==> src/logic/iesr_consts.svh <==
// Register map, field positions, reset values and timing counts
`ifndef IESR_CONSTS_SVH
`define IESR_CONSTS_SVH
`define IESR_OFF_CTRL   8'h00
`define IESR_OFF_STAT   8'h04
`define IESR_OFF_TXD    8'h08
`define IESR_OFF_RXD    8'h0c
`define IESR_OFF_IST    8'h10
`define IESR_OFF_IMSK   8'h14
`define IESR_CTRL_HOST  0
`define IESR_CTRL_START 1
`define IESR_CTRL_STOP  2
`define IESR_CTRL_EN    15
`define IESR_ST_BUSY    0
`define IESR_ST_RXF     1
`define IESR_ST_S       3
`define IESR_ST_P       4
`define IESR_ST_HALT    5
`define IESR_ST_NACK    6
`define IESR_ST_BCL     10
`define IESR_ST_OV      20
`define IESR_IRQ_BCL    0
`define IESR_IRQ_OV     1
`define IESR_IRQ_RX     2
`define IESR_IRQ_HALT   3
`define IESR_RST_WORD   32'h0000_0000
`define IESR_CLK_NS     40
`define IESR_HALF_NS    5000
`define IESR_HALF_CYC   ((`IESR_HALF_NS + `IESR_CLK_NS - 1) / `IESR_CLK_NS)
`define IESR_STRETCH_NS 1000000
`endif

==> src/logic/iesr_pkg.sv <==
// Types shared by the two-wire error and recovery controller
package iesr_pkg;
    typedef struct packed {
        logic scl;
        logic sda;
    } iesr_pins_t;
    typedef enum logic [2:0] {
        ENG_IDLE  = 3'b000,
        ENG_START = 3'b001,
        ENG_HOLD  = 3'b010,
        ENG_LOW   = 3'b011,
        ENG_HIGH  = 3'b100,
        ENG_STOP  = 3'b101,
        ENG_STOPH = 3'b110
    } iesr_eng_t;
endpackage

==> src/logic/iesr_ctrl.sv <==
// Two-wire bus controller with error flags, recovery and APB registers
//
// The APB register port and the register addresses were chosen for this implementation.
`timescale 1ns/1ps
`include "iesr_consts.svh"

// Behaviour
// - Host mode sets collision flag, status bit 10
// - Late unread byte sets overflow flag bit 20
// - Start flag bit 3, stop flag bit 4
// - Free bus: accept new start, generate it
// - Reading the data register resumes reception; overflow need not be cleared
// - Enable low stops, clears status within 4 cycles
// - Enable high resumes from cleared status
// - No false errors at speed or long runs
// - A transfer halted by stretch timeout or collision shows in status
module iesr_ctrl #(
    parameter int STRETCH_CYC = `IESR_STRETCH_NS / `IESR_CLK_NS
) (
    input  wire logic                REF_CLK,
    input  wire logic                RST,
    input  wire logic                PSEL,
    input  wire logic                PENABLE,
    input  wire logic                PWRITE,
    input  wire logic [7:0]          PADDR,
    input  wire logic [31:0]         PWDATA,
    output logic      [31:0]         PRDATA,
    output logic                     PREADY,
    output logic                     PSLVERR,
    input  wire iesr_pkg::iesr_pins_t LINK_IN,
    output iesr_pkg::iesr_pins_t     LINK_OUT,
    output iesr_pkg::iesr_pins_t     LINK_OE,
    output logic                     IRQ
);
    import iesr_pkg::*;

    localparam logic [15:0] HALF_LAST = 16'(`IESR_HALF_CYC - 1);
    localparam logic [15:0] ST_LAST   = 16'(STRETCH_CYC - 1);

    // ----------------------------------------
    // Pin synchronisers
    // ----------------------------------------
    // Lines pass two flops before use; the third is the edge history.
    iesr_pins_t s1_q, s2_q, s3_q;
    always_ff @(posedge REF_CLK or posedge RST) begin
        if (RST) begin
            s1_q <= '1;
            s2_q <= '1;
            s3_q <= '1;
        end else begin
            s1_q <= LINK_IN;
            s2_q <= s1_q;
            s3_q <= s2_q;
        end
    end

    logic start_ev, stop_ev, scl_rise;
    assign start_ev = s2_q.scl & s3_q.scl & s3_q.sda & ~s2_q.sda;
    assign stop_ev  = s2_q.scl & s3_q.scl & ~s3_q.sda & s2_q.sda;
    assign scl_rise = s2_q.scl & ~s3_q.scl;

    // ----------------------------------------
    // State
    // ----------------------------------------
    iesr_eng_t   eng_q, eng_d;
    logic        en_q, en_d, host_q, host_d, spend_q, spend_d, ppend_q, ppend_d;
    logic        tpend_q, tpend_d, s_q, s_d, p_q, p_d, bcl_q, bcl_d, ov_q, ov_d;
    logic        halt_q, halt_d, nack_q, nack_d, rxf_q, rxf_d;
    logic [7:0]  txb_q, txb_d, sh_q, sh_d, rsh_q, rsh_d, rxb_q, rxb_d;
    logic [3:0]  bit_q, bit_d, rbit_q, rbit_d, ist_q, ist_d, imsk_q, imsk_d;
    logic [15:0] cnt_q, cnt_d, st_q, st_d;
    logic [31:0] prd_d;
    iesr_pins_t  oe_q, oe_d;
    logic        wr, rd, hit, bcl_set, ov_set, rx_set, halt_set;

    assign wr = PSEL & PENABLE & PWRITE;
    assign rd = PSEL & PENABLE & ~PWRITE;
    assign hit = PADDR inside {`IESR_OFF_CTRL, `IESR_OFF_STAT, `IESR_OFF_TXD,
                               `IESR_OFF_RXD, `IESR_OFF_IST, `IESR_OFF_IMSK};

    function automatic iesr_pins_t drive(iesr_eng_t e, logic [3:0] b, logic [7:0] s);
        iesr_pins_t p;
        p.scl = e inside {ENG_HOLD, ENG_LOW, ENG_STOP};
        p.sda = e inside {ENG_START, ENG_HOLD, ENG_STOP, ENG_STOPH}
              || (e inside {ENG_LOW, ENG_HIGH} && b < 4'd8 && !s[7]);
        return p;
    endfunction

    // ----------------------------------------
    // Next state
    // ----------------------------------------
    always_comb begin
        eng_d = eng_q;   en_d = en_q;     host_d = host_q; spend_d = spend_q;
        ppend_d = ppend_q; tpend_d = tpend_q; txb_d = txb_q; sh_d = sh_q;
        bit_d = bit_q;   cnt_d = cnt_q;   st_d = st_q;     nack_d = nack_q;
        rsh_d = rsh_q;   rbit_d = rbit_q; rxb_d = rxb_q;   imsk_d = imsk_q;
        bcl_set = 1'b0;  ov_set = 1'b0;   rx_set = 1'b0;   halt_set = 1'b0;
        if (wr && PADDR == `IESR_OFF_CTRL) begin
            en_d    = PWDATA[`IESR_CTRL_EN];
            host_d  = PWDATA[`IESR_CTRL_HOST];
            spend_d = spend_q | PWDATA[`IESR_CTRL_START];
            ppend_d = ppend_q | PWDATA[`IESR_CTRL_STOP];
        end
        if (wr && PADDR == `IESR_OFF_TXD) begin
            tpend_d = 1'b1;
            txb_d   = PWDATA[7:0];
        end
        if (wr && PADDR == `IESR_OFF_IMSK)
            imsk_d = PWDATA[3:0];
        // Host engine
        unique case (eng_q)
            ENG_IDLE: begin
                if (spend_q && host_q) begin
                    spend_d = 1'b0;
                    if (s_q) bcl_set = 1'b1;
                    else begin
                        eng_d = ENG_START;
                        cnt_d = '0;
                    end
                end
            end
            ENG_START, ENG_LOW, ENG_STOP, ENG_STOPH: begin
                cnt_d = cnt_q + 16'h0001;
                if (cnt_q == HALF_LAST) begin
                    cnt_d = '0;
                    eng_d = eng_q == ENG_START ? ENG_HOLD :
                            eng_q == ENG_LOW   ? ENG_HIGH :
                            eng_q == ENG_STOP  ? ENG_STOPH : ENG_IDLE;
                end
            end
            ENG_HOLD: begin
                cnt_d = '0;
                if (tpend_q) begin
                    tpend_d = 1'b0;
                    sh_d    = txb_q;
                    bit_d   = '0;
                    eng_d   = ENG_LOW;
                end else if (ppend_q) begin
                    ppend_d = 1'b0;
                    eng_d   = ENG_STOP;
                end
            end
            ENG_HIGH: begin
                if (!s2_q.scl) begin
                    // A client may stretch; too long is reported, never silent
                    st_d = st_q + 16'h0001;
                    if (st_q == ST_LAST) begin
                        halt_set = 1'b1;
                        eng_d    = ENG_IDLE;
                    end
                end else if (bit_q < 4'd8 && sh_q[7] && !s2_q.sda) begin
                    bcl_set = 1'b1;
                    eng_d   = ENG_IDLE;
                end else begin
                    st_d  = '0;
                    cnt_d = cnt_q + 16'h0001;
                    if (cnt_q == HALF_LAST) begin
                        cnt_d = '0;
                        if (bit_q == 4'd8) begin
                            nack_d = s2_q.sda;
                            eng_d  = ENG_HOLD;
                        end else begin
                            bit_d = bit_q + 4'd1;
                            sh_d  = {sh_q[6:0], 1'b0};
                            eng_d = ENG_LOW;
                        end
                    end
                end
            end
            default: eng_d = ENG_IDLE;
        endcase
        if (eng_d == ENG_IDLE) st_d = '0;
        // Receiver watches bus traffic while the host engine is quiet
        if (start_ev)
            rbit_d = '0;
        else if (scl_rise && s_q && eng_q == ENG_IDLE) begin
            if (rbit_q == 4'd8)
                rbit_d = '0;
            else begin
                rsh_d  = {rsh_q[6:0], s2_q.sda};
                rbit_d = rbit_q + 4'd1;
                if (rbit_q == 4'd7) begin
                    rx_set = 1'b1;
                    // A byte landing on the read that empties the holder is kept
                    if (rxf_q && !(rd && PADDR == `IESR_OFF_RXD))
                        ov_set = 1'b1;
                    else
                        rxb_d = {rsh_q[6:0], s2_q.sda};
                end
            end
        end
        if (!en_d) begin
            eng_d = ENG_IDLE;
            spend_d = 1'b0;
            ppend_d = 1'b0;
            tpend_d = 1'b0;
            rbit_d  = '0;
            cnt_d   = '0;
        end
        oe_d = drive(eng_d, bit_d, sh_d);
    end

    // Status flags: hardware set wins over a software clear
    always_comb begin
        s_d  = start_ev ? 1'b1 : (stop_ev ? 1'b0 : s_q);
        p_d  = stop_ev ? 1'b1 : (start_ev ? 1'b0 : p_q);
        bcl_d  = bcl_set | (bcl_q & ~(wr && PADDR == `IESR_OFF_STAT
                                      && PWDATA[`IESR_ST_BCL]));
        ov_d   = ov_set | (ov_q & ~(wr && PADDR == `IESR_OFF_STAT
                                    && PWDATA[`IESR_ST_OV]));
        halt_d = halt_set | (halt_q & ~(wr && PADDR == `IESR_OFF_STAT
                                        && PWDATA[`IESR_ST_HALT]));
        rxf_d  = rx_set | (rxf_q & ~(rd && PADDR == `IESR_OFF_RXD));
        ist_d  = {halt_set, rx_set, ov_set, bcl_set}
               | (ist_q & ~{4{rd && PADDR == `IESR_OFF_IST}});
        if (!en_d) begin
            // Whole status word drops with the enable
            {s_d, p_d, bcl_d, ov_d, halt_d, rxf_d, ist_d} = '0;
        end
        prd_d = '0;
        unique case (PADDR)
            `IESR_OFF_CTRL: begin
                prd_d[`IESR_CTRL_EN]   = en_q;
                prd_d[`IESR_CTRL_HOST] = host_q;
            end
            `IESR_OFF_STAT: begin
                prd_d[`IESR_ST_BUSY] = eng_q != ENG_IDLE;
                prd_d[`IESR_ST_RXF]  = rxf_q;
                prd_d[`IESR_ST_S]    = s_q;
                prd_d[`IESR_ST_P]    = p_q;
                prd_d[`IESR_ST_HALT] = halt_q;
                prd_d[`IESR_ST_NACK] = nack_q;
                prd_d[`IESR_ST_BCL]  = bcl_q;
                prd_d[`IESR_ST_OV]   = ov_q;
            end
            `IESR_OFF_TXD:  prd_d[7:0] = txb_q;
            `IESR_OFF_RXD:  prd_d[7:0] = rxb_q;
            `IESR_OFF_IST:  prd_d[3:0] = ist_q;
            `IESR_OFF_IMSK: prd_d[3:0] = imsk_q;
            default:        prd_d = '0;
        endcase
    end

    // ----------------------------------------
    // Registers
    // ----------------------------------------
    always_ff @(posedge REF_CLK or posedge RST) begin
        if (RST) begin
            eng_q <= ENG_IDLE;
            {en_q, host_q, spend_q, ppend_q, tpend_q} <= '0;
            {s_q, p_q, bcl_q, ov_q, halt_q, nack_q, rxf_q} <= '0;
            {txb_q, sh_q, rsh_q, rxb_q} <= '0;
            {bit_q, rbit_q, ist_q, imsk_q, cnt_q, st_q} <= '0;
            oe_q   <= '0;
            PRDATA <= `IESR_RST_WORD;
        end else begin
            eng_q <= eng_d;
            {en_q, host_q, spend_q, ppend_q, tpend_q}
                <= {en_d, host_d, spend_d, ppend_d, tpend_d};
            {s_q, p_q, bcl_q, ov_q, halt_q, nack_q, rxf_q}
                <= {s_d, p_d, bcl_d, ov_d, halt_d, nack_d & en_d, rxf_d};
            {txb_q, sh_q, rsh_q, rxb_q} <= {txb_d, sh_d, rsh_d, rxb_d};
            {bit_q, rbit_q, ist_q, imsk_q, cnt_q, st_q}
                <= {bit_d, rbit_d, ist_d, imsk_d, cnt_d, st_d};
            oe_q <= oe_d;
            if (PSEL && !PENABLE) PRDATA <= prd_d;
        end
    end

    assign PREADY   = 1'b1;
    assign PSLVERR  = PSEL & PENABLE & ~hit;
    assign LINK_OUT = '0;
    assign LINK_OE  = oe_q;
    assign IRQ      = |(ist_q & imsk_q);
endmodule // iesr_ctrl

==> config.mk <==
export PLATFORM = sky130hd
export DESIGN_NAME = iesr_ctrl
export DESIGN_NICKNAME = d
export VERILOG_FILES = /design/src/logic/iesr_pkg.sv /design/src/logic/iesr_ctrl.sv
export VERILOG_INCLUDE_DIRS = /design/src /design/src/logic
export SDC_FILE = /design/constraint.sdc
export NUM_CORES = 1
export LEC_CHECK = 0
export BUFFER_PORTS_ARGS = -buffer_cell sky130_fd_sc_hd__buf_4
export CAP_MARGIN = 10
export CORE_MARGIN = 3
export CORE_UTILIZATION = 50
export CTS_CLUSTER_SIZE = 24
export DETAILED_ROUTE_END_ITERATION = 16
export HOLD_SLACK_MARGIN = 0.03
export PLACE_DENSITY = 0.71
export RECOVER_POWER = 25
export SETUP_SLACK_MARGIN = 0.3
export SYNTH_ARGS = -nofsm -noshare
export SYNTH_HDL_FRONTEND = slang
export SYNTH_SLANG_ARGS = --single-unit
export TNS_END_PERCENT = 5
==> constraint.sdc <==
create_clock -name REF_CLK -period 6.61 [get_ports REF_CLK]
set_clock_uncertainty 0.15 [all_clocks]
set_input_delay 0.661 -clock REF_CLK [delete_from_list [all_inputs] [get_ports REF_CLK]]
set_output_delay 0.661 -clock REF_CLK [all_outputs]
set_load 0.005 [all_outputs]
Word-level counts from Yosys, hierarchy flattened:

Cells that the tools add are included.

* flip-flop bits (word level): 113
* bits of input ports: 47
* output and inout bits: 39

* add/sub/neg operators: 4
* $lt $le $gt $ge: 2
* equal/unequal tests: 35
* multiplexer cells: 98
* bitwise logic cells: 37
* reduce and logical (&&, ||, !) cells: 40

Operators with widths (number)
* $mux 16: 10
* $pmux 16 s4: 1
* $mux 1: 49
* $mux 4: 10
* $mux 8: 5
* $mux 3: 13
* $add 16x1->16 const B: 2
* $eq 3x3->1 const B: 6
* $logic_and 1x1->1: 18
* $eq 16x15->1 const B: 1
* $eq 16x7->1 const B: 1
* $eq 8x4->1 const B: 2
* $eq 8x5->1 const B: 2
* $pmux 8 s2: 1
* $and 1x1->1: 15
* $ne 3x3->1 const B: 5
* $eq 3x2->1 const B: 4
* $not 1->1: 12
* $pmux 3 s4: 1
* $ne 2x2->1 const B: 5
* $pmux 1 s5: 2
* $reduce_and 5->1: 2
* $pmux 3 s3: 1
* $add 4x1->4 const B: 2
* other kinds (27): 46

Logic depth before layout (Yosys ltp):

Gate-level depths: netlist (run 1).

* depth after elaboration: 12
* mapped depth: 11
* depth with buffers taken out: 11

Worst setup path before layout (run 1):

No wires, ideal clock.

* path type: input-to-reg
* from: input port PADDR[4]
* to: register oe_q, in the netlist LINK_OE[0]
* setup time: 125 ps
* arrival time: 2501 ps
* path slack: 3834 ps
* stages on the path: 9
* buffers on the path: 2
* cells stage by stage: buf_2 -> nor4_2 -> nand4_1 -> and2_1 -> buf_2 -> or2_2 -> ha_1 -> a31oi_1 -> a2bb2oi_1

RTL lines
* start, declared: line iesr_ctrl.sv:25 `input wire logic [7:0] PADDR,`
* end signal, assigned: line iesr_ctrl.sv:254 `oe_q <= '0;`
* end signal, assigned: line iesr_ctrl.sv:265 `oe_q <= oe_d;`
* end, declared: line iesr_ctrl.sv:73 `iesr_pins_t oe_q, oe_d;`

Worst setup path after layout (run 1):

* from: input port PADDR[4]
* to: register cnt_q[14]

* longest elaborated chain between the ends: 5
* elaborated cells between the ends (all ways): 10

Ends and longest elaborated chain
* $logic_not 8->1 (*)
* $logic_and 1x1->1 (no line) (*)
* $mux 1 (*): line iesr_ctrl.sv:98 `` if (wr && PADDR == `IESR_OFF_CTRL) begin ``
* $ne 5x1->1 (no line) / $ne 3x3->1 (equally long branches)
* $reduce_and 5->1 (no line)
* end signal, assigned: line iesr_ctrl.sv:253 `{bit_q, rbit_q, ist_q, imsk_q, cnt_q, st_q} <= '0;`
* end, declared: line iesr_ctrl.sv:71 `logic [15:0] cnt_q, cnt_d, st_q, st_d;`

Every way passes the cells marked *; elsewhere a longest branch is shown, timed or not.
A chain may end at the register's enable or synchronous reset.

==> results of run 1 <==
==> state kept, by name, indices dropped and copies added, names as in the netlist, 2 cells and up <==
name / count
imsk_q: 4
rbit_q: 4
txb_q: 8
LINK_OE: 2
cnt_q: 16
st_q: 16
rsh_q: 7
s1_q: 2
PRDATA: 11
bit_q: 4
eng_q: 3
ist_q: 4
sh_q: 8
s3_q: 2
rxb_q: 8
s2_q: 2
==> layout make-up <==
type                       instances  area [µm²]  area share (%)
clock buffer                      22       474.2           6.778
clock inverter                    10       181.4           2.593
inverter                          18       68.82          0.9835
multi-input combinational        462        2953           42.20
sequential                       113        2835           40.52
tap                              143       178.9           2.557
timing repair buffer              42       305.3           4.363
==> metal layers <==
| layer | vias to the layer above | part of all wire, % | wire (µm) | global-route usage [%] |
|---|---|---|---|---|
| met5 | - | 0 | 0 | 0 |
| met1 | 2358 | 45 | 5987 | 29.48 |
| met3 | 19 | 5.2 | 700 | 6.062 |
| met4 | 0 | 1.8 | 237 | 7.502 |
| li1 | 2261 | - | - | - |
| met2 | 137 | 48 | 6432 | 32.11 |
==> power by group through the flow <==
stage          Combinational (W)  Sequential [W]  Clock (W)
2_1_floorplan           0.000126        0.000801          0
3_3_place_gp            0.000144        0.000817          0
3_5_place_dp            0.000153        0.000824          0
4_1_cts                 0.000154        0.000813    0.00102
5_1_grt                 0.000173        0.000821    0.00106
6_report                0.000152        0.000814    0.00101
==> placed cells by master, fill, tap and decap left out, types with 13 or more instances in the layout <==
master	count
dfrtp_1	107
nand2_1	67
nor2_1	55
o21ai_0	35
a21oi_1	31
buf_4	25
mux2_2	24
conb_1	24
nand3_1	19
clkbuf_16	17
inv_1	16
clkbuf_4	14
nand4_1	13
==> per-stage QoR <==
step	area (µm²)	hold WS (ns)	worst slack [ns]	util, %	cells
2_1_floorplan	6153	0.1952	2.822	-	641
3_3_place_gp	6351	0.1956	3.411	54.46	777
3_5_place_dp	6351	0.1972	3.336	54.46	777
4_1_cts	7007	0.1395	3.433	60.08	809
5_1_grt	6997	0.1792	3.360	59.99	810
6_report	6997	0.2038	3.536	59.99	810
==> cells by family after synthesis <==
family	count (synthesis)	synth area share, %
muxes	41	7.420
buffers and inverters	66	6.018
DFF	113	46.70
other	2	0.1237
adders and majority gates	11	2.267
xor gates and xnor gates	9	1.299
AOI/OAI and AO/OA	131	14.20
and+or+nand+nor	246	21.97
==> Yosys cell counts (5+ instances only) <==
cell and n:
nand2b_1 5, nor2_1 55, nor4_1 10, buf_2 10
a21oi_1 31, inv_1 17, and2_1 6, buf_4 26
clkbuf_1 10, nor3_1 10, mux2_1 8, and3_1 9
a22oi_1 10, a21o_1 5, dfstp_2 6, nand3_1 19
or3_1 8, a31oi_1 7, nand4_1 13, nor2b_1 7
ha_1 11, a22o_1 6, o21ai_0 35, dfrtp_1 107
a211oi_1 7, and4_1 6, mux2_2 24, nand2_1 67
mux2i_1 9, xnor2_1 7
==> final timing paths <==
check,cells after the start,end,slack [ns],from
worst max-delay path,7,cnt_q[14],3.54,PADDR[4]
worst min-delay path,1,s1_q[1],0.20,LINK_IN[1]
worst max register to register,8,LINK_OE[0],3.59,eng_q[2]
worst min register to register,0,s2_q[0],0.21,s1_q[0]
max in group asynchronous,3,st_q[5],4.18,RST
min in group asynchronous,2,rxf_q,0.54,RST
==> impl_metrics.tcl, run 1 <==
set metrics [dict create \
    synth_top_cell_area_share_pct 44.11 \
    cts-buffers-inserted 17 \
    drv_slew 42 \
    tns_ns 0 \
    power_density_nw_per_um2 281.9 \
    endpoint_kind "flip-flop" \
    required_ns 6.79 \
    postCtsSetupRepairBufs 0 \
    hold_viol 0 \
    clockBufferDepth 2 \
    worstPathCellList "buf_4 -> nor4_1 -> a31o_2 -> and2_1 -> o21ai_0 -> or3_1 -> a21oi_1" \
    ios 86 \
    io_buffers 40 \
    viasPerCell 5.895 \
    wl_um 13360 \
    switchingPower_w 0.0004474 \
    clkPwrFrac_pct 51.0 \
    async_reset_ff_share_pct 100.0 \
    cp_num_buf_inv 1 \
    clock-root-buffer "clkbuf_16" \
    syn_area_per_cell_um2 9.807 \
    yosys_warnings 0 \
    coreArea_um2 11660 \
    yosysSeqAreaShare_pct 46.70 \
    syn_inst 619 \
    drt_first_pass_iters 5 \
    ys.flop_type "dfrtp_1" \
    yosysTopAreaCell "dfrtp_1" \
    cpLargestDelayFamily "simple AND/OR/NAND/NOR gates" \
    die_y_um 116.2 \
    drt-initial-drc-count 272 \
    grt_pass1_vias 4525 \
    wl_per_cell_um 16.49 \
    ant_nets 0 \
    place_hpwl_um 9400 \
    synth_edf_count 0 \
    gp_congestion 0.8989 \
    worst_pin_slew_ns 1.748 \
    die_w_um 116.2 \
    dr_total_vias 4775 \
    drive_gt1_share_pct 18.14 \
    maxCapViolCount 1 \
    status "finished, violations left" \
    p_sw_share_pct 22.68 \
    antenna_found_initial 0 \
    peakVddDrop_uv 229.0 \
    grt_overflow_total 0 \
    crit_slowest_cell "and2_1" \
    start_util_pct 52.05 \
    syn_to_final_growth_pct 15.25 \
    crit_path_max_incr_delay_ns 0.66 \
    finalSetupViolCount 0 \
    fillerInstances 976 \
    slew_headroom_pct -17.17 \
    fp-row-count 39 \
    antenna_cells 0 \
    drc 0 \
    fin_crit_sh_pct 46.51 \
    combPwrFrac_pct 7.7 \
    synth_area_leaders "dfrtp_1, mux2_2, nand2_1" \
    clk-insertion-delay-late_ns 0.42 \
    path_class "input port to flip-flop" \
    cts_tree "built" \
    fmax_mhz 325.3 \
    worstSetupStartpointType "input port" \
    cts.clk_slew.worst_paths_ns 0.05 \
    violations "max-capacitance violations, max-slew violations" \
    cts_resized 0 \
    numClockSinks 113 \
    cp_max_fo 20 \
    final_net_count 712 \
    grt.total_usage_pct 21.24 \
    cts_hold_buf 0 \
    intPower_w 0.001525 \
    dieArea_um2 13500 \
    min_period_ns 3.074 \
    rsz0062_at_grt "no" \
    grt_max_degree 74 \
    cp.arrival_ns 3.26 \
    grt_pass1_wl_um 22340 \
    synth_cell_types 71 \
    min_path_type "input port to flip-flop" \
    synth_area_um2 6071 \
    ys_ff_latch 113 \
    power_w 0.001973 \
    leakage_nw 3.165 \
    p_seq_share_pct 41.3 \
    htreeDepth 4 \
]
Note: power is estimated with default switching activity, not from simulation.
==> inputs of run 2 (changes only) <==
- clock period: 6.61 -> 2.9 ns (I/O delays scaled with it)
==> impl_metrics.tcl, run 2 (same netlist as run 1, synthesis figures left out) <==
set metrics [dict create \
    switchingPower_w 0.001018 \
    fp-row-count 39 \
    drc 0 \
    wl_met3_um 564 \
    met2RoutedLength_um 6722 \
    min-delay-start "PWDATA[5]" \
    worst_pin_slew_ns 1.509 \
    clock-root-buffer "clkbuf_16" \
    finalSetupViolCount 0 \
    drv_slew 111 \
    viasPerCell 5.806 \
    wl_per_cell_um 16.50 \
    tns_ns 0 \
    worstReg2RegEnd "LINK_OE[0]" \
    grt_pass1_vias 4744 \
    crit_slowest_cell "dfstp_1" \
    final_net_count 738 \
    combPwrFrac_pct 8.6 \
    leakage_nw 3.260 \
    grt.total_usage_pct 21.63 \
    multiInputGateArea_um2 2997 \
    clkPwrFrac_pct 47.5 \
    highest_layer "met4" \
    min_period_ns 2.617 \
    rsz0062_at_grt "yes" \
    violations "max-slew violations" \
    min_path_type "input port to flip-flop" \
    r2r_slack_ns 0.28 \
    dieArea_um2 13500 \
    hold_viol 0 \
    ant_nets 0 \
    intPower_w 0.003201 \
    r2r-start "s2_q[0]" \
    drive_gt1_share_pct 20.92 \
    ios 86 \
    clockBufferDepth 2 \
    worstPathCellList "or3b_2 -> nand3_2 -> nor3_4 -> a311oi_1 -> or2_2 -> ha_1 -> a31oi_1 -> a2bb2oi_1" \
    p_sw_share_pct 24.13 \
    htreeDepth 4 \
    grt_max_degree 114 \
    slew_headroom_pct -0.6189 \
    io_buffers 40 \
    cp.arrival_ns 2.76 \
    power_density_nw_per_um2 586.8 \
    syn_to_final_growth_pct 18.45 \
    hold_path_depth 3 \
    fillerInstances 959 \
    fmax_mhz 382.2 \
    endpoint_kind "flip-flop" \
    cts_tree "built" \
    path_class "flip-flop to flip-flop" \
    drt-initial-drc-count 305 \
    crit_path_max_incr_delay_ns 0.74 \
    die_y_um 116.2 \
    grt_pass1_wl_um 22810 \
    hold_end "txb_q[5]" \
    maxCapViolCount 0 \
    antenna_cells 0 \
    gp_congestion 0.8612 \
    die_w_um 116.2 \
    seqCellArea_um2 2836 \
    required_ns 3.04 \
    p_seq_share_pct 43.8 \
    antenna_found_initial 0 \
    grt_overflow_total 0 \
    status "finished, violations left" \
    r2r_cells 8 \
    coreArea_um2 11660 \
    fin_crit_sh_pct 90.23 \
    cts-buffers-inserted 17 \
    mostFrequentLayoutCells "dfrtp_1, nand2_1, nor2_1, buf_4, o21ai_0" \
    cp_max_fo 9 \
    power_w 0.004219 \
    dr_total_vias 4854 \
    place_hpwl_um 9713 \
    worstSetupStartpointType "flip-flop" \
    drt_first_pass_iters 5 \
    cts.clk_slew.worst_paths_ns 0.05 \
    start_util_pct 52.05 \
    peakVddDrop_uv 473.6 \
    wl_um 13790 \
    wl_met1_um 6282 \
    clk-insertion-delay-late_ns 0.41 \
    numClockSinks 113 \
    final_common_cell "dfrtp_1" \
]
==> run 2: changes by cell type in the layout (fill, tap and decap cells not counted), sizes merged <==
cell,change
bufinv,-3
clkinv,+1
dlygate4sd3,+10
clkinvlp,+2
clkbuf,-12
buf,+28
==> run 2: area by class of cell <==
class	instances	share of cell area [%]
Timing Repair Buffer	68	7.395
Inverter	18	0.9918
Multi-Input combinational cell	462	41.67
Tap cell	143	2.488
Clock inverter	10	1.549
Clock buffer	22	6.456
Sequential cell	113	39.45
==> run 2: per-layer routing <==
layer / up-vias / GRT usage, %
met2: 124 / 35.14
met3: 19 / 5.233
li1: 2305 / -
met5: - / 0
met4: 0 / 8.121
met1: 2406 / 28.28
==> run 2: stage by stage <==
stage | setup slack (ns) | std cells | hold WS (ns) | util (%) | area (µm²)
floorplan | 0.4948 | 641 | 0.1445 | - | 6157
global placement | 0.2535 | 791 | 0.1954 | 55.48 | 6470
detailed placement | 0.2428 | 791 | 0.1970 | 55.48 | 6470
CTS | 0.2467 | 833 | 0.05442 | 61.27 | 7146
global route | 0.1633 | 836 | 0.09413 | 61.66 | 7191
finish | 0.2833 | 836 | 0.07136 | 61.66 | 7191
==> run 2: power groups by stage <==
stage / combinational (W) / clock [W] / sequential, W
6_report: 0.000365 / 0.00201 / 0.00185
5_1_grt: 0.000413 / 0.00211 / 0.00187
3_5_place_dp: 0.000361 / 0 / 0.00187
2_1_floorplan: 0.000287 / 0 / 0.00182
3_3_place_gp: 0.000339 / 0 / 0.00186
4_1_cts: 0.000373 / 0.00203 / 0.00185
==> run 2: what timing repair did <==
action	CTS	global route
setup buffers	0	3
gates resized for setup	1	9
hold buffers	10	0
endpoints found under the hold margin	121	0
pin swaps	1	1
endpoints found under the setup margin	4	39
==> run 2: worst max-delay path by stage <==
stage | slack, ns | start | to | cells after the start
floorplan | 0.49 | PADDR[4] | LINK_OE[0] | 9
global placement | 0.25 | PADDR[3] | LINK_OE[0] | 8
detailed placement | 0.24 | PADDR[3] | LINK_OE[0] | 8
CTS | 0.25 | cnt_q[12] | LINK_OE[0] | 8
global route | 0.16 | s2_q[0] | LINK_OE[0] | 8
finish | 0.28 | s2_q[0] | LINK_OE[0] | 8
==> run 2: critical path, delay by kind of cell (launching register included) <==
family / cells / cell delay (ns)
fa+ha+maj: 1 / 0.32
simple gates: 4 / 0.95
compound gates: 3 / 0.33
flops: 1 / 0.74
